<file path="src/rtl/bsc_params.svh">
`ifndef BSC_PARAMS_SVH
`define BSC_PARAMS_SVH

// widths
`define BSC_PC_W        13
`define BSC_INSTR_W     14
`define BSC_DATA_W      8
`define BSC_PH_W        4

// opcode fields of the 14-bit instruction word
`define BSC_OPC_BT_MSB  13
`define BSC_OPC_BT_LSB  10
`define BSC_OPC_BIT_TEST 4'h7
`define BSC_OPC_CA_MSB  13
`define BSC_OPC_CA_LSB  11
`define BSC_OPC_CALL    3'h4

// operand fields
`define BSC_F_MSB       6
`define BSC_F_LSB       0
`define BSC_B_MSB       9
`define BSC_B_LSB       7
`define BSC_K_MSB       10
`define BSC_K_LSB       0
`define BSC_PAGE_MSB    4
`define BSC_PAGE_LSB    3

// reset values and steps
`define BSC_PC_RST      13'h0000
`define BSC_INSTR_NOP   14'h0000
`define BSC_ADDR_RST    7'h00
`define BSC_PC_STEP     13'h0001
`define BSC_PC_SKIP     13'h0002
`define BSC_PH_RST      4'h1

// one-hot phase positions
`define BSC_PH_Q1       0
`define BSC_PH_Q2       1
`define BSC_PH_Q3       2
`define BSC_PH_Q4       3

`endif

</file>
<file path="src/rtl/bsc_pkg.sv">
`include "bsc_params.svh"

package bsc_pkg;
   typedef logic [`BSC_PC_W-1:0]    bsc_pc_t;
   typedef logic [`BSC_INSTR_W-1:0] bsc_instr_t;
   typedef logic [`BSC_DATA_W-1:0]  bsc_data_t;
   typedef logic [`BSC_F_MSB:0]     bsc_faddr_t;

   typedef enum logic [1:0] {
      BSC_OP_OTHER,
      BSC_OP_BIT_TEST_SKIP_IF_SET,
      BSC_OP_CALL
   } bsc_op_t;
endpackage : bsc_pkg

</file>
<file path="src/rtl/bsc_phase_if.sv">
`timescale 1ns/1ps

// one-cycle enables for the four phases of an instruction cycle
interface bsc_phase_if;
   logic q1;
   logic q2;
   logic q3;
   logic q4;

   modport seq  (output q1, output q2, output q3, output q4);
   modport core (input q1, input q2, input q3, input q4);
endinterface : bsc_phase_if

</file>
<file path="src/rtl/bsc_exec.sv">
`timescale 1ns/1ps
`include "bsc_params.svh"

module bsc_exec (
   input  wire logic              core_clk_i,
   input  wire logic              reset_i,
   input  wire bsc_pkg::bsc_instr_t instr_i,
   input  wire bsc_pkg::bsc_data_t  reg_data_i,
   input  wire bsc_pkg::bsc_data_t  pc_page_latch_i,
   output logic                   cycle_start_o,
   output bsc_pkg::bsc_pc_t       pc_o,
   output bsc_pkg::bsc_faddr_t    reg_addr_o,
   output logic                   reg_rd_o,
   output logic                   push_o,
   output bsc_pkg::bsc_pc_t       stack_top_o,
   output logic                   exec_nop_o
);
   import bsc_pkg::*;

   bsc_phase_if ph ();

   bsc_qphase u_qphase (
      .core_clk_i (core_clk_i),
      .reset_i    (reset_i),
      .ph         (ph.seq)
   );

   bsc_instr_t ir_q;
   bsc_pc_t    exec_pc_q;
   bsc_op_t    op_q;
   bsc_op_t    op_d;
   logic       exec_nop_q;
   logic       flush_q;
   logic       bit_set_q;
   logic [`BSC_B_MSB-`BSC_B_LSB:0] bit_sel;
   logic [`BSC_K_MSB:0]            call_k;
   bsc_pc_t    call_target;

   // decode of the word fetched at the start of the cycle
   always_comb
   begin
      op_d = BSC_OP_OTHER;
      if (instr_i[`BSC_OPC_BT_MSB:`BSC_OPC_BT_LSB] == `BSC_OPC_BIT_TEST)
      begin
         op_d = BSC_OP_BIT_TEST_SKIP_IF_SET;
      end
      else if (instr_i[`BSC_OPC_CA_MSB:`BSC_OPC_CA_LSB] == `BSC_OPC_CALL)
      begin
         op_d = BSC_OP_CALL;
      end
   end

   assign bit_sel     = ir_q[`BSC_B_MSB:`BSC_B_LSB];
   assign call_k      = ir_q[`BSC_K_MSB:`BSC_K_LSB];
   assign call_target = {pc_page_latch_i[`BSC_PAGE_MSB:`BSC_PAGE_LSB], call_k};

   // Q1: latch the instruction, or a NOP when the previous cycle asked for it
   always_ff @(posedge core_clk_i)
   begin
      if (reset_i)
      begin
         ir_q       <= `BSC_INSTR_NOP;
         op_q       <= BSC_OP_OTHER;
         exec_pc_q  <= `BSC_PC_RST;
         exec_nop_q <= 1'b1;
      end
      else if (ph.q1)
      begin
         exec_pc_q  <= pc_o;
         exec_nop_q <= flush_q;
         if (flush_q)
         begin
            ir_q <= `BSC_INSTR_NOP;
            op_q <= BSC_OP_OTHER;
         end
         else
         begin
            ir_q <= instr_i;
            op_q <= op_d;
         end
      end
   end

   assign exec_nop_o = exec_nop_q;

   // cycle marker, high during the Q1 clock
   always_ff @(posedge core_clk_i)
   begin
      if (reset_i)
      begin
         cycle_start_o <= 1'b0;
      end
      else
      begin
         cycle_start_o <= ph.q4;
      end
   end

   always_ff @(posedge core_clk_i)
   begin
      if (reset_i)
      begin
         reg_addr_o <= `BSC_ADDR_RST;
         reg_rd_o   <= 1'b0;
      end
      else if (ph.q2 && op_q == BSC_OP_BIT_TEST_SKIP_IF_SET)
      begin
         reg_addr_o <= ir_q[`BSC_F_MSB:`BSC_F_LSB];
         reg_rd_o   <= 1'b1;
      end
      else
      begin
         reg_rd_o   <= 1'b0;
      end
   end

   // test the selected bit in Q3, no flags touched
   always_ff @(posedge core_clk_i)
   begin
      if (reset_i)
      begin
         bit_set_q <= 1'b0;
      end
      else if (ph.q3)
      begin
         bit_set_q <= reg_rd_o & reg_data_i[bit_sel];
      end
   end

   always_ff @(posedge core_clk_i)
   begin
      if (reset_i)
      begin
         push_o      <= 1'b0;
         stack_top_o <= `BSC_PC_RST;
      end
      else if (ph.q2 && op_q == BSC_OP_CALL)
      begin
         push_o      <= 1'b1;
         stack_top_o <= exec_pc_q + `BSC_PC_STEP;
      end
      else
      begin
         push_o      <= 1'b0;
      end
   end

   // Q4: program counter update; a forced NOP cycle holds it, because the
   // discarded word has already been stepped over by the cycle before
   always_ff @(posedge core_clk_i)
   begin
      if (reset_i)
      begin
         pc_o <= `BSC_PC_RST;
      end
      else if (ph.q4 && !exec_nop_q)
      begin
         unique case (op_q)
            BSC_OP_CALL:
               pc_o <= call_target;
            BSC_OP_BIT_TEST_SKIP_IF_SET:
               pc_o <= bit_set_q ? pc_o + `BSC_PC_SKIP : pc_o + `BSC_PC_STEP;
            BSC_OP_OTHER:
               pc_o <= pc_o + `BSC_PC_STEP;
         endcase
      end
   end

   // Q4: request a NOP for the following cycle
   always_ff @(posedge core_clk_i)
   begin
      if (reset_i)
      begin
         flush_q <= 1'b0;
      end
      else if (ph.q4)
      begin
         flush_q <= !exec_nop_q &&
                    ((op_q == BSC_OP_CALL) ||
                     (op_q == BSC_OP_BIT_TEST_SKIP_IF_SET && bit_set_q));
      end
   end
endmodule : bsc_exec

</file>
<file path="src/rtl/bsc_qphase.sv">
`timescale 1ns/1ps
`include "bsc_params.svh"

module bsc_qphase (
   input  wire logic    core_clk_i,
   input  wire logic    reset_i,
   bsc_phase_if.seq     ph
);
   import bsc_pkg::*;

   logic [`BSC_PH_W-1:0] ring_q;

   // one-hot ring: each phase lasts one clock, four clocks per instruction
   always_ff @(posedge core_clk_i)
   begin
      if (reset_i)
      begin
         ring_q <= `BSC_PH_RST;
      end
      else
      begin
         ring_q <= {ring_q[`BSC_PH_W-2:0], ring_q[`BSC_PH_W-1]};
      end
   end

   assign ph.q1 = ring_q[`BSC_PH_Q1];
   assign ph.q2 = ring_q[`BSC_PH_Q2];
   assign ph.q3 = ring_q[`BSC_PH_Q3];
   assign ph.q4 = ring_q[`BSC_PH_Q4];
endmodule : bsc_qphase

</file>
<file path="config.mk">
export PLATFORM = sky130hd
export DESIGN_NAME = bsc_exec
export DESIGN_NICKNAME = d
export VERILOG_FILES = /design/src/rtl/bsc_pkg.sv /design/src/rtl/bsc_phase_if.sv /design/src/rtl/bsc_exec.sv /design/src/rtl/bsc_qphase.sv
export VERILOG_INCLUDE_DIRS = /design/src /design/src/rtl
export SDC_FILE = /design/constraint.sdc
export NUM_CORES = 1
export LEC_CHECK = 0
export BUFFER_PORTS_ARGS = -buffer_cell sky130_fd_sc_hd__buf_4
export CAP_MARGIN = 20
export CELL_PAD_IN_SITES_DETAIL_PLACEMENT = 1
export CELL_PAD_IN_SITES_GLOBAL_PLACEMENT = 1
export CORE_MARGIN = 5
export CORE_UTILIZATION = 40
export CTS_CLUSTER_SIZE = 8
export DETAILED_ROUTE_END_ITERATION = 8
export PLACE_DENSITY = 0.83
export SYNTH_ARGS = -nofsm -noshare
export SYNTH_HDL_FRONTEND = slang
export SYNTH_SLANG_ARGS = --single-unit
</file>
<file path="constraint.sdc">
create_clock -name core_clk_i -period 2.22 [get_ports core_clk_i]
set_input_delay 0.222 -clock core_clk_i [delete_from_list [all_inputs] [get_ports core_clk_i]]
set_output_delay 0.222 -clock core_clk_i [all_outputs]
set_load 0.05 [all_outputs]
</file>
==> results of run 1 <==
-- worst min path at each step --
stage,start,end,cells after the start
final,instr_i[2],ir_q[2]$_SDFFE_PP0P_,3
after global routing,instr_i[2],ir_q[2]$_SDFFE_PP0P_,3
after CTS,instr_i[2],ir_q[2]$_SDFFE_PP0P_,3
after detailed placement,instr_i[9],ir_q[9]$_SDFFE_PP0P_,3
after global placement,instr_i[9],ir_q[9]$_SDFFE_PP0P_,3
after floorplan,instr_i[0],ir_q[0]$_SDFFE_PP0P_,2
-- registers in the layout, indices dropped and copies added, names as in the netlist --
signal	cells
op_q	2
ir_q	11
bit_set_q	1
reg_rd_o	1
push_o	1
stack_top_o	13
exec_nop_o	1
exec_pc_q	13
u_qphase.ring_q	4
flush_q	1
pc_o	13
cycle_start_o	1
reg_addr_o	7
-- power by group through the flow --
stage,clock network (uW),registers (uW),logic [uW]
final,1170,1290,194
after global routing,1240,1290,210
after CTS,1200,1290,196
after detailed placement,0,1320,195
after global placement,0,1320,188
after floorplan,0,1330,96.8
-- worst min-delay path, stage by stage --
cell and delay, ns:
buf_4 0.08, a22oi_1 0.05, nor2_1 0.07
-- cell families after synthesis --
| kind of cell | count (synthesis) | share of synthesized area |
|---|---|---|
| AND/OR/NAND/NOR | 143 | 0.212 |
| XOR/XNOR | 14 | 0.0370 |
| adder cells (fa/ha/maj) | 3 | 0.0113 |
| AO/OA/AOI/OAI | 91 | 0.180 |
| buffers and inverters | 35 | 0.0540 |
| flip-flops | 69 | 0.417 |
| multiplexers | 27 | 0.0894 |
-- per-stage QoR --
stage / cells / utilization / instance area [um^2] / power [uW] / worst slack [ns]
floorplan: 382 / - / 3320 / 1430 / 0.191
CTS: 550 / 0.504 / 4100 / 2690 / 0.313
detailed placement: 534 / 0.476 / 3870 / 1510 / 0.331
global route: 550 / 0.504 / 4100 / 2740 / 0.140
global placement: 534 / 0.476 / 3870 / 1500 / 0.340
finish: 550 / 0.504 / 4100 / 2660 / 0.298
-- cells in the mapped netlist, drive strengths merged (3+ instances only) --
cell,number,area share
a211oi,15,0.034
a21oi,24,0.036
a22oi,15,0.034
and2,3,0.0057
and3,8,0.015
and4,3,0.0079
buf,13,0.025
clkbuf,16,0.018
dfxtp,69,0.42
ha,3,0.011
inv,5,0.0057
mux2i,24,0.072
nand2,23,0.026
nand2b,8,0.015
nand3,8,0.014
nand3b,3,0.0068
nand4,7,0.013
nor2,62,0.070
nor2b,5,0.0094
nor3,4,0.0060
o21ai,19,0.029
xnor2,6,0.016
xor2,8,0.021
-- layout make-up --
type	count	area, um^2
fill	978	4030
tap	105	131
multi-input combinational	278	1760
sequential	69	1380
inverter	6	36.3
clock inverter	4	70.1
timing repair buffer	76	571
clock buffer	12	155
-- routing by layer --
| layer | vias to the layer above | part of all wire |
|---|---|---|
| met3 | 15 | 0.059 |
| met4 | 0 | 0.016 |
| met2 | 101 | 0.52 |
| met5 | - | 0 |
| met1 | 1525 | 0.41 |
| li1 | 1482 | - |
==> impl_metrics.toml, run 1 <==
[setup_path]
crit_cells = 5
timing.reg2reg.setup_slack_ns = 0.30
rr_startpoint = "pc_o[1]$_SDFFE_PP0P_"
crit_family = "flip-flops"
crit_start = "pc_o[1]$_SDFFE_PP0P_"
start_kind = "register"
crit_path_end_kind = "register"
cpPeakStageDelay_ns = 0.53
worst_r2r_endpoint = "pc_o[12]$_SDFFE_PP0P_"
critPathKind = "register to register"
endpoint = "pc_o[12]$_SDFFE_PP0P_"
crit_arrival_ns = 2.21
critPathSlowestCell = "dfxtp_1"
cp_max_fo = 11
worst-path-buf-inv = 0
crit_required_ns = 2.51
crit_path_cell_trace = "ha_1, a21oi_1, or4_1, o221ai_1, o221a_1"
reg2reg_depth = 5

[layout]
final_layout_size_suffix_gt1_frac = 0.218
n_antenna_cell = 0
areaGrowthSynthToFinish_pct = 23.7
final_common_cell = "buf_4"
nNetsFinal = 475
layout_common_cells = "76 x buf_4, 69 x dfxtp_1, 62 x nor2_1"

[power_and_ir_drop]
ir_drop_uv = 374
switching_share = 0.233
power_density_nw_per_um2 = 648
internal_power_uw = 2040
p_leak_uw = 0.00168
power_frac_seq = 0.485
p_comb_frac = 0.073
p_switching_uw = 619
clkPwrFrac = 0.442

[flow_run]
drv_cap = 0

[floorplan]
floorplan.die_area_um2 = 10200
start_util = 0.408
row_count = 33
design.core.area_um2 = 8130
fp.dieH_um = 101
die_w_um = 101
pin_count = 69

[clocking]
cts.repair.resized = 0
cts_setup_buffers = 0
cts_tree = "yes"
clk_pin_slew_ns = 0.07
cts_buffer_depth = 2
clk_latency_ns = 0.35
clock_sink_count = 69
cts_root_buf = "clkbuf_8"
htree_levels = 3
cts_buffers = 9
hold_buffers = 0

[timing]
fin_crit_ns = 1.92
finalHoldViolCount = 0
final_max_slew_viol_count = 0
period_share = 0.866
setup_violations = 0
rsz0062_at_grt = "false"
worst_slew_pin_slew_ns = 0.589
slew_headroom = 0.607
fin_worst_skew_ns = 0.00748
whs_ns = 0.105
tns_ns = 0
fmax_ghz = 0.520

[logic_synthesis]
synth_edf_count = 0
synth_flop_cell = "dfxtp_1"
synth_cell_types = 51
async_flop_share = 0
synthCells = 382
netlist_area_um2 = 3320
synth_seq_area_share = 0.417
syn-num-nets = 417
yosysWarningCount = 0
synth_seq_cells = 69
avgSynthCellArea_um2 = 8.68

[global_routing]
grt_use_met2 = 0.352
grt_use_met3 = 0.0422
grt_overflow = 0
antenna_found_initial = 0
grt_pass1_wl_mm = 16.0
use_met1 = 0.232
grt_max_degree = 33
grt_busiest_layer = "met2"
grt_util_all_layers = 0.200
grt_pass1_vias = 3213

[placed_design]
routabilityCongestion = 0.823
io_buffer_count = 62
dp_hpwl_mm = 7.06

[route]
drtPass1Iterations = 4
via_per_inst = 5.68
ant_nets = 0
vias = 3123
drc = 0
drt_wl_total_mm = 9.91
wire_per_inst_um = 18.0
drt-initial-drc-count = 101

[outcome]
status = "complete, no violations"

[hold_path]
min_path_type = "input port to register"
Note: power is estimated with default switching activity, not from simulation.
==> inputs of run 2 (changes only) <==
Settings changed: GPL_TIMING_DRIVEN set to 0.
==> run 2 against run 1 <==
  * Final cell count up 2.5%
  * Sequential share of layout area down 0.24 points
  * Global-route usage up 0.62 points
  * Worst setup slack worse by 0.027 ns
  * Power about the same
  * Fmax down 1.4%
  * Clock power about the same
  * Sequential power about the same
  * Non-clock buffer count up 14
  * Clock skew up 0.00069 ns
  * Wire length up 4.3%
  * Worst hold slack better by 0.0051 ns
  * Largest cell class unchanged
==> impl_metrics.toml, run 2 (synthesized netlist as in run 1, its figures left out) <==
[outcome]
status = "complete, no violations"

[layout]
layout_common_cells = "69 x dfxtp_1, 62 x nor2_1, 62 x buf_4"
nNetsFinal = 489
areaGrowthSynthToFinish_pct = 24.6
n_antenna_cell = 0
final_layout_size_suffix_gt1_frac = 0.207
final_common_cell = "dfxtp_1"
top_regs = "exec_pc_q: 13 flops, pc_o: 13 flops, stack_top_o: 13 flops"

[timing]
fin_crit_ns = 1.95
rsz0062_at_grt = "false"
final_max_slew_viol_count = 0
slew_headroom = 0.573
setup_violations = 0
worst_slew_pin_slew_ns = 0.641
finalHoldViolCount = 0
tns_ns = 0
fin_worst_skew_ns = 0.00817
fmax_ghz = 0.513
period_share = 0.878
setup_slack_ns = 0.271

[route]
ant_nets = 0
met3_length_um = 566
met2_length_mm = 5.20
via_per_inst = 5.62
vias = 3169
drc = 0
drt-initial-drc-count = 144
wire_per_inst_um = 18.3
maxUsedRoutingLayer = "met4"
wl_met1_mm = 4.43
drtPass1Iterations = 6
drt_wl_total_mm = 10.3

[setup_path]
endpoint = "pc_o[11]$_SDFFE_PP0P_"
crit_required_ns = 2.47
timing.reg2reg.setup_slack_ns = 0.27
reg2reg_depth = 6
worst_r2r_endpoint = "pc_o[11]$_SDFFE_PP0P_"
rr_startpoint = "pc_o[1]$_SDFFE_PP0P_"
crit_path_end_kind = "register"
crit_arrival_ns = 2.20
critPathKind = "register to register"
crit_start = "pc_o[1]$_SDFFE_PP0P_"
start_kind = "register"
cp_max_fo = 11

[global_routing]
antenna_found_initial = 0
grt_pass1_vias = 3307
grt_util_all_layers = 0.206
grt_max_degree = 12
grt_overflow = 0
grt_pass1_wl_mm = 16.5

[clocking]
hold_buffers = 0
cts_buffer_depth = 2
clock_sink_count = 69
clk_pin_slew_ns = 0.08
cts_root_buf = "clkbuf_8"
cts_setup_buffers = 0
htree_levels = 3
cts_buffers = 9
cts.repair.resized = 0
clk_latency_ns = 0.35
cts_tree = "yes"

[placed_design]
dp_slack_ns = 0.306
dp_hpwl_mm = 7.57
io_buffer_count = 61
routabilityCongestion = 0.897

[floorplan]
fp.dieH_um = 101
design.core.area_um2 = 8130
floorplan.die_area_um2 = 10200
start_util = 0.408
die_w_um = 101
row_count = 33
pin_count = 69

[power_and_ir_drop]
ir_drop_uv = 507
p_leak_uw = 0.00169
power_density_nw_per_um2 = 643

[hold_path]
min_path_type = "input port to register"

[flow_run]
drv_cap = 0
-- run 2: stage by stage --
| step | power, uW | util | hold WS, ns | area [um^2] | cells |
|---|---|---|---|---|---|
| after global placement | 1510 | 0.480 | 0.454 | 3910 | 548 |
| after CTS | 2690 | 0.508 | 0.0929 | 4130 | 564 |
| final | 2660 | 0.508 | 0.110 | 4130 | 564 |
| after floorplan | 1430 | - | 0.366 | 3320 | 382 |
| after global routing | 2760 | 0.508 | 0.117 | 4130 | 564 |
| after detailed placement | 1520 | 0.480 | 0.464 | 3910 | 548 |
-- run 2: power breakdown --
group	leakage [uW]	switching, uW	internal, uW	total (uW)
logic	0.00102	119	84.5	203
clock network	0.000116	475	691	1170
registers	0.000560	26.5	1260	1290
total	0.00169	620	2040	2660
-- run 2: metal layers --
metal	vias to the layer above	GRT usage
met5	-	0
met4	0	0.0573
met3	13	0.0436
met2	101	0.370
met1	1546	0.246
li1	1509	-
-- run 2: worst min path at each step --
stage                from              endpoint  slack, ns  depth (start not counted)
2_1_floorplan  instr_i[0]  ir_q[0]$_SDFFE_PP0P_       0.37                          2
3_3_place_gp   instr_i[7]  ir_q[7]$_SDFFE_PP0P_       0.45                          3
3_5_place_dp   instr_i[2]  ir_q[2]$_SDFFE_PP0P_       0.46                          3
4_1_cts        instr_i[2]  ir_q[2]$_SDFFE_PP0P_       0.09                          3
5_1_grt        instr_i[8]  ir_q[8]$_SDFFE_PP0P_       0.12                          3
6_report       instr_i[2]  ir_q[2]$_SDFFE_PP0P_       0.11                          3
-- run 2: critical path: stages (launching register included) --
cell and delay (ns):
dfxtp_1 0.56, ha_1 0.34, and3_1 0.24, nor4b_2 0.26, mux2i_1 0.22, o21ai_1 0.07, and2_1 0.17
-- run 2: cell type report --
| cell class | count | area (um^2) |
|---|---|---|
| buffer | 29 | 143 |
| clock buffer | 12 | 155 |
| clock inverter | 4 | 70.1 |
| fill | 1001 | 4000 |
| inverter | 6 | 36.3 |
| multi-input combinational | 278 | 1760 |
| sequential | 69 | 1380 |
| tap | 105 | 131 |
| timing repair buffer | 61 | 458 |
==> inputs of run 3 (changes only) <==
Settings changed: MAX_ROUTING_LAYER set to met4, SKIP_CTS_REPAIR_TIMING set to 1.
==> run 3 against run 2 <==
  * Worst hold slack better by 0.0045 ns
  * Via count up 0.98%
  * Clock power down 15%
  * Combinational power about the same
  * Power down 6.4%
  * Worst setup slack worse by 0.11 ns
  * Clock skew about the same
  * Critical endpoint unchanged
==> impl_metrics.toml, run 3 (synthesized netlist as in run 1, its figures left out) <==
[outcome]
status = "complete, no violations"

[floorplan]
design.core.area_um2 = 8130
die_w_um = 101
row_count = 33
fp.dieH_um = 101
pin_count = 69
floorplan.die_area_um2 = 10200
start_util = 0.408

[route]
ant_nets = 0
via_per_inst = 5.67
vias = 3200
drt-initial-drc-count = 183
drc = 0
drt_wl_total_mm = 10.4
drtPass1Iterations = 4
wire_per_inst_um = 18.5

[layout]
top_regs = "exec_pc_q: 13 flops, pc_o: 13 flops, stack_top_o: 13 flops"
layout_common_cells = "69 x dfxtp_1, 62 x nor2_1, 62 x buf_4"
areaGrowthSynthToFinish_pct = 23.5
multi_input_area_um2 = 1760
final_common_cell = "dfxtp_1"
num-fill-cells = 999
regArea_um2 = 1380
nNetsFinal = 489
n_antenna_cell = 0
final_layout_size_suffix_gt1_frac = 0.207

[hold_path]
min_path_type = "input port to register"

[timing]
worst_slew_pin_slew_ns = 0.684
setup_violations = 0
final_max_slew_viol_count = 0
fin_worst_skew_ns = 0.00826
finalHoldViolCount = 0
fmax_ghz = 0.487
fin_crit_ns = 2.05
tns_ns = 0
slew_headroom = 0.544
period_share = 0.925
rsz0062_at_grt = "false"

[clocking]
clk_latency_ns = 0.34
cts_root_buf = "clkbuf_8"
clk_pin_slew_ns = 0.07
cts_buffers = 9
htree_levels = 3
clock_sink_count = 69
cts_tree = "yes"
cts_buffer_depth = 2

[setup_path]
crit_path_end_kind = "register"
start_kind = "register"
timing.reg2reg.setup_slack_ns = 0.17
cp_max_fo = 11
crit_required_ns = 2.46
critPathKind = "register to register"
crit_arrival_ns = 2.29

[power_and_ir_drop]
power_density_nw_per_um2 = 608
p_leak_uw = 0.00168
ir_drop_uv = 291
power_uw = 2490

[global_routing]
antenna_found_initial = 0
grt_max_degree = 12
grt_pass1_vias = 3340
grt_overflow = 0
grt_util_all_layers = 0.218
grt_pass1_wl_mm = 16.9

[placed_design]
dp_hpwl_mm = 7.93
routabilityCongestion = 0.901
io_buffer_count = 61

[flow_run]
drv_cap = 0
## run 3: cell types whose count changed in the layout (fill, tap and decap cells not counted), sizes merged
cell / previous run / this run
bufinv: 3 / 2
clkbuf: 28 / 27
clkinv: 2 / 4
## run 3: final cells by class
type                    count  share of cell area
plain buffers              29              0.0348
clock buffers              11              0.0345
clock inverters             5              0.0122
inverters                   6             0.00886
multi-input cells         278               0.429
flip-flops and latches     69               0.337
well taps                 105              0.0321
repair buffers             61               0.112
## run 3: per-layer routing
layer,vias to the layer above,wire [um],track usage
li1,1510,-,-
met1,1587,4410,0.255
met2,89,5390,0.377
met3,14,463,0.0318
met4,0,136,0.0787
met5,-,0,-
## run 3: where the power goes
part / switching (uW) / leakage (uW) / internal [uW]
registers: 25.5 / 0.000560 / 1260
logic: 118 / 0.00102 / 84.5
clock network: 456 / 0.000103 / 542
total: 600 / 0.00168 / 1890
## run 3: worst paths after layout
kind / start / endpoint / depth (start not counted)
worst max-delay path: pc_o[1]$_SDFFE_PP0P_ / pc_o[11]$_SDFFE_PP0P_ / 6
worst min-delay path: instr_i[2] / ir_q[2]$_SDFFE_PP0P_ / 3
worst max register to register: pc_o[1]$_SDFFE_PP0P_ / pc_o[11]$_SDFFE_PP0P_ / 6
worst min register to register: reg_addr_o[1]$_SDFFE_PP0P_ / reg_addr_o[1]$_SDFFE_PP0P_ / 2
## run 3: through the flow
stage                     utilization  std cells  setup slack, ns  instance area [um^2]  hold WS (ns)
after global placement          0.480        548            0.302                  3910         0.456
after detailed placement        0.480        548            0.248                  3910         0.464
after global routing            0.504        564           0.0799                  4100         0.111
after floorplan                     -        382            0.191                  3320         0.366
after CTS                       0.504        564            0.177                  4100         0.106
final                           0.504        564            0.166                  4100         0.114
## run 3: critical path: stages, from the launching register on
cell and delay (ns):
dfxtp_1 0.56, ha_1 0.35, and3_1 0.26, nor4b_2 0.31
mux2i_1 0.24, o21ai_1 0.07, and2_1 0.17
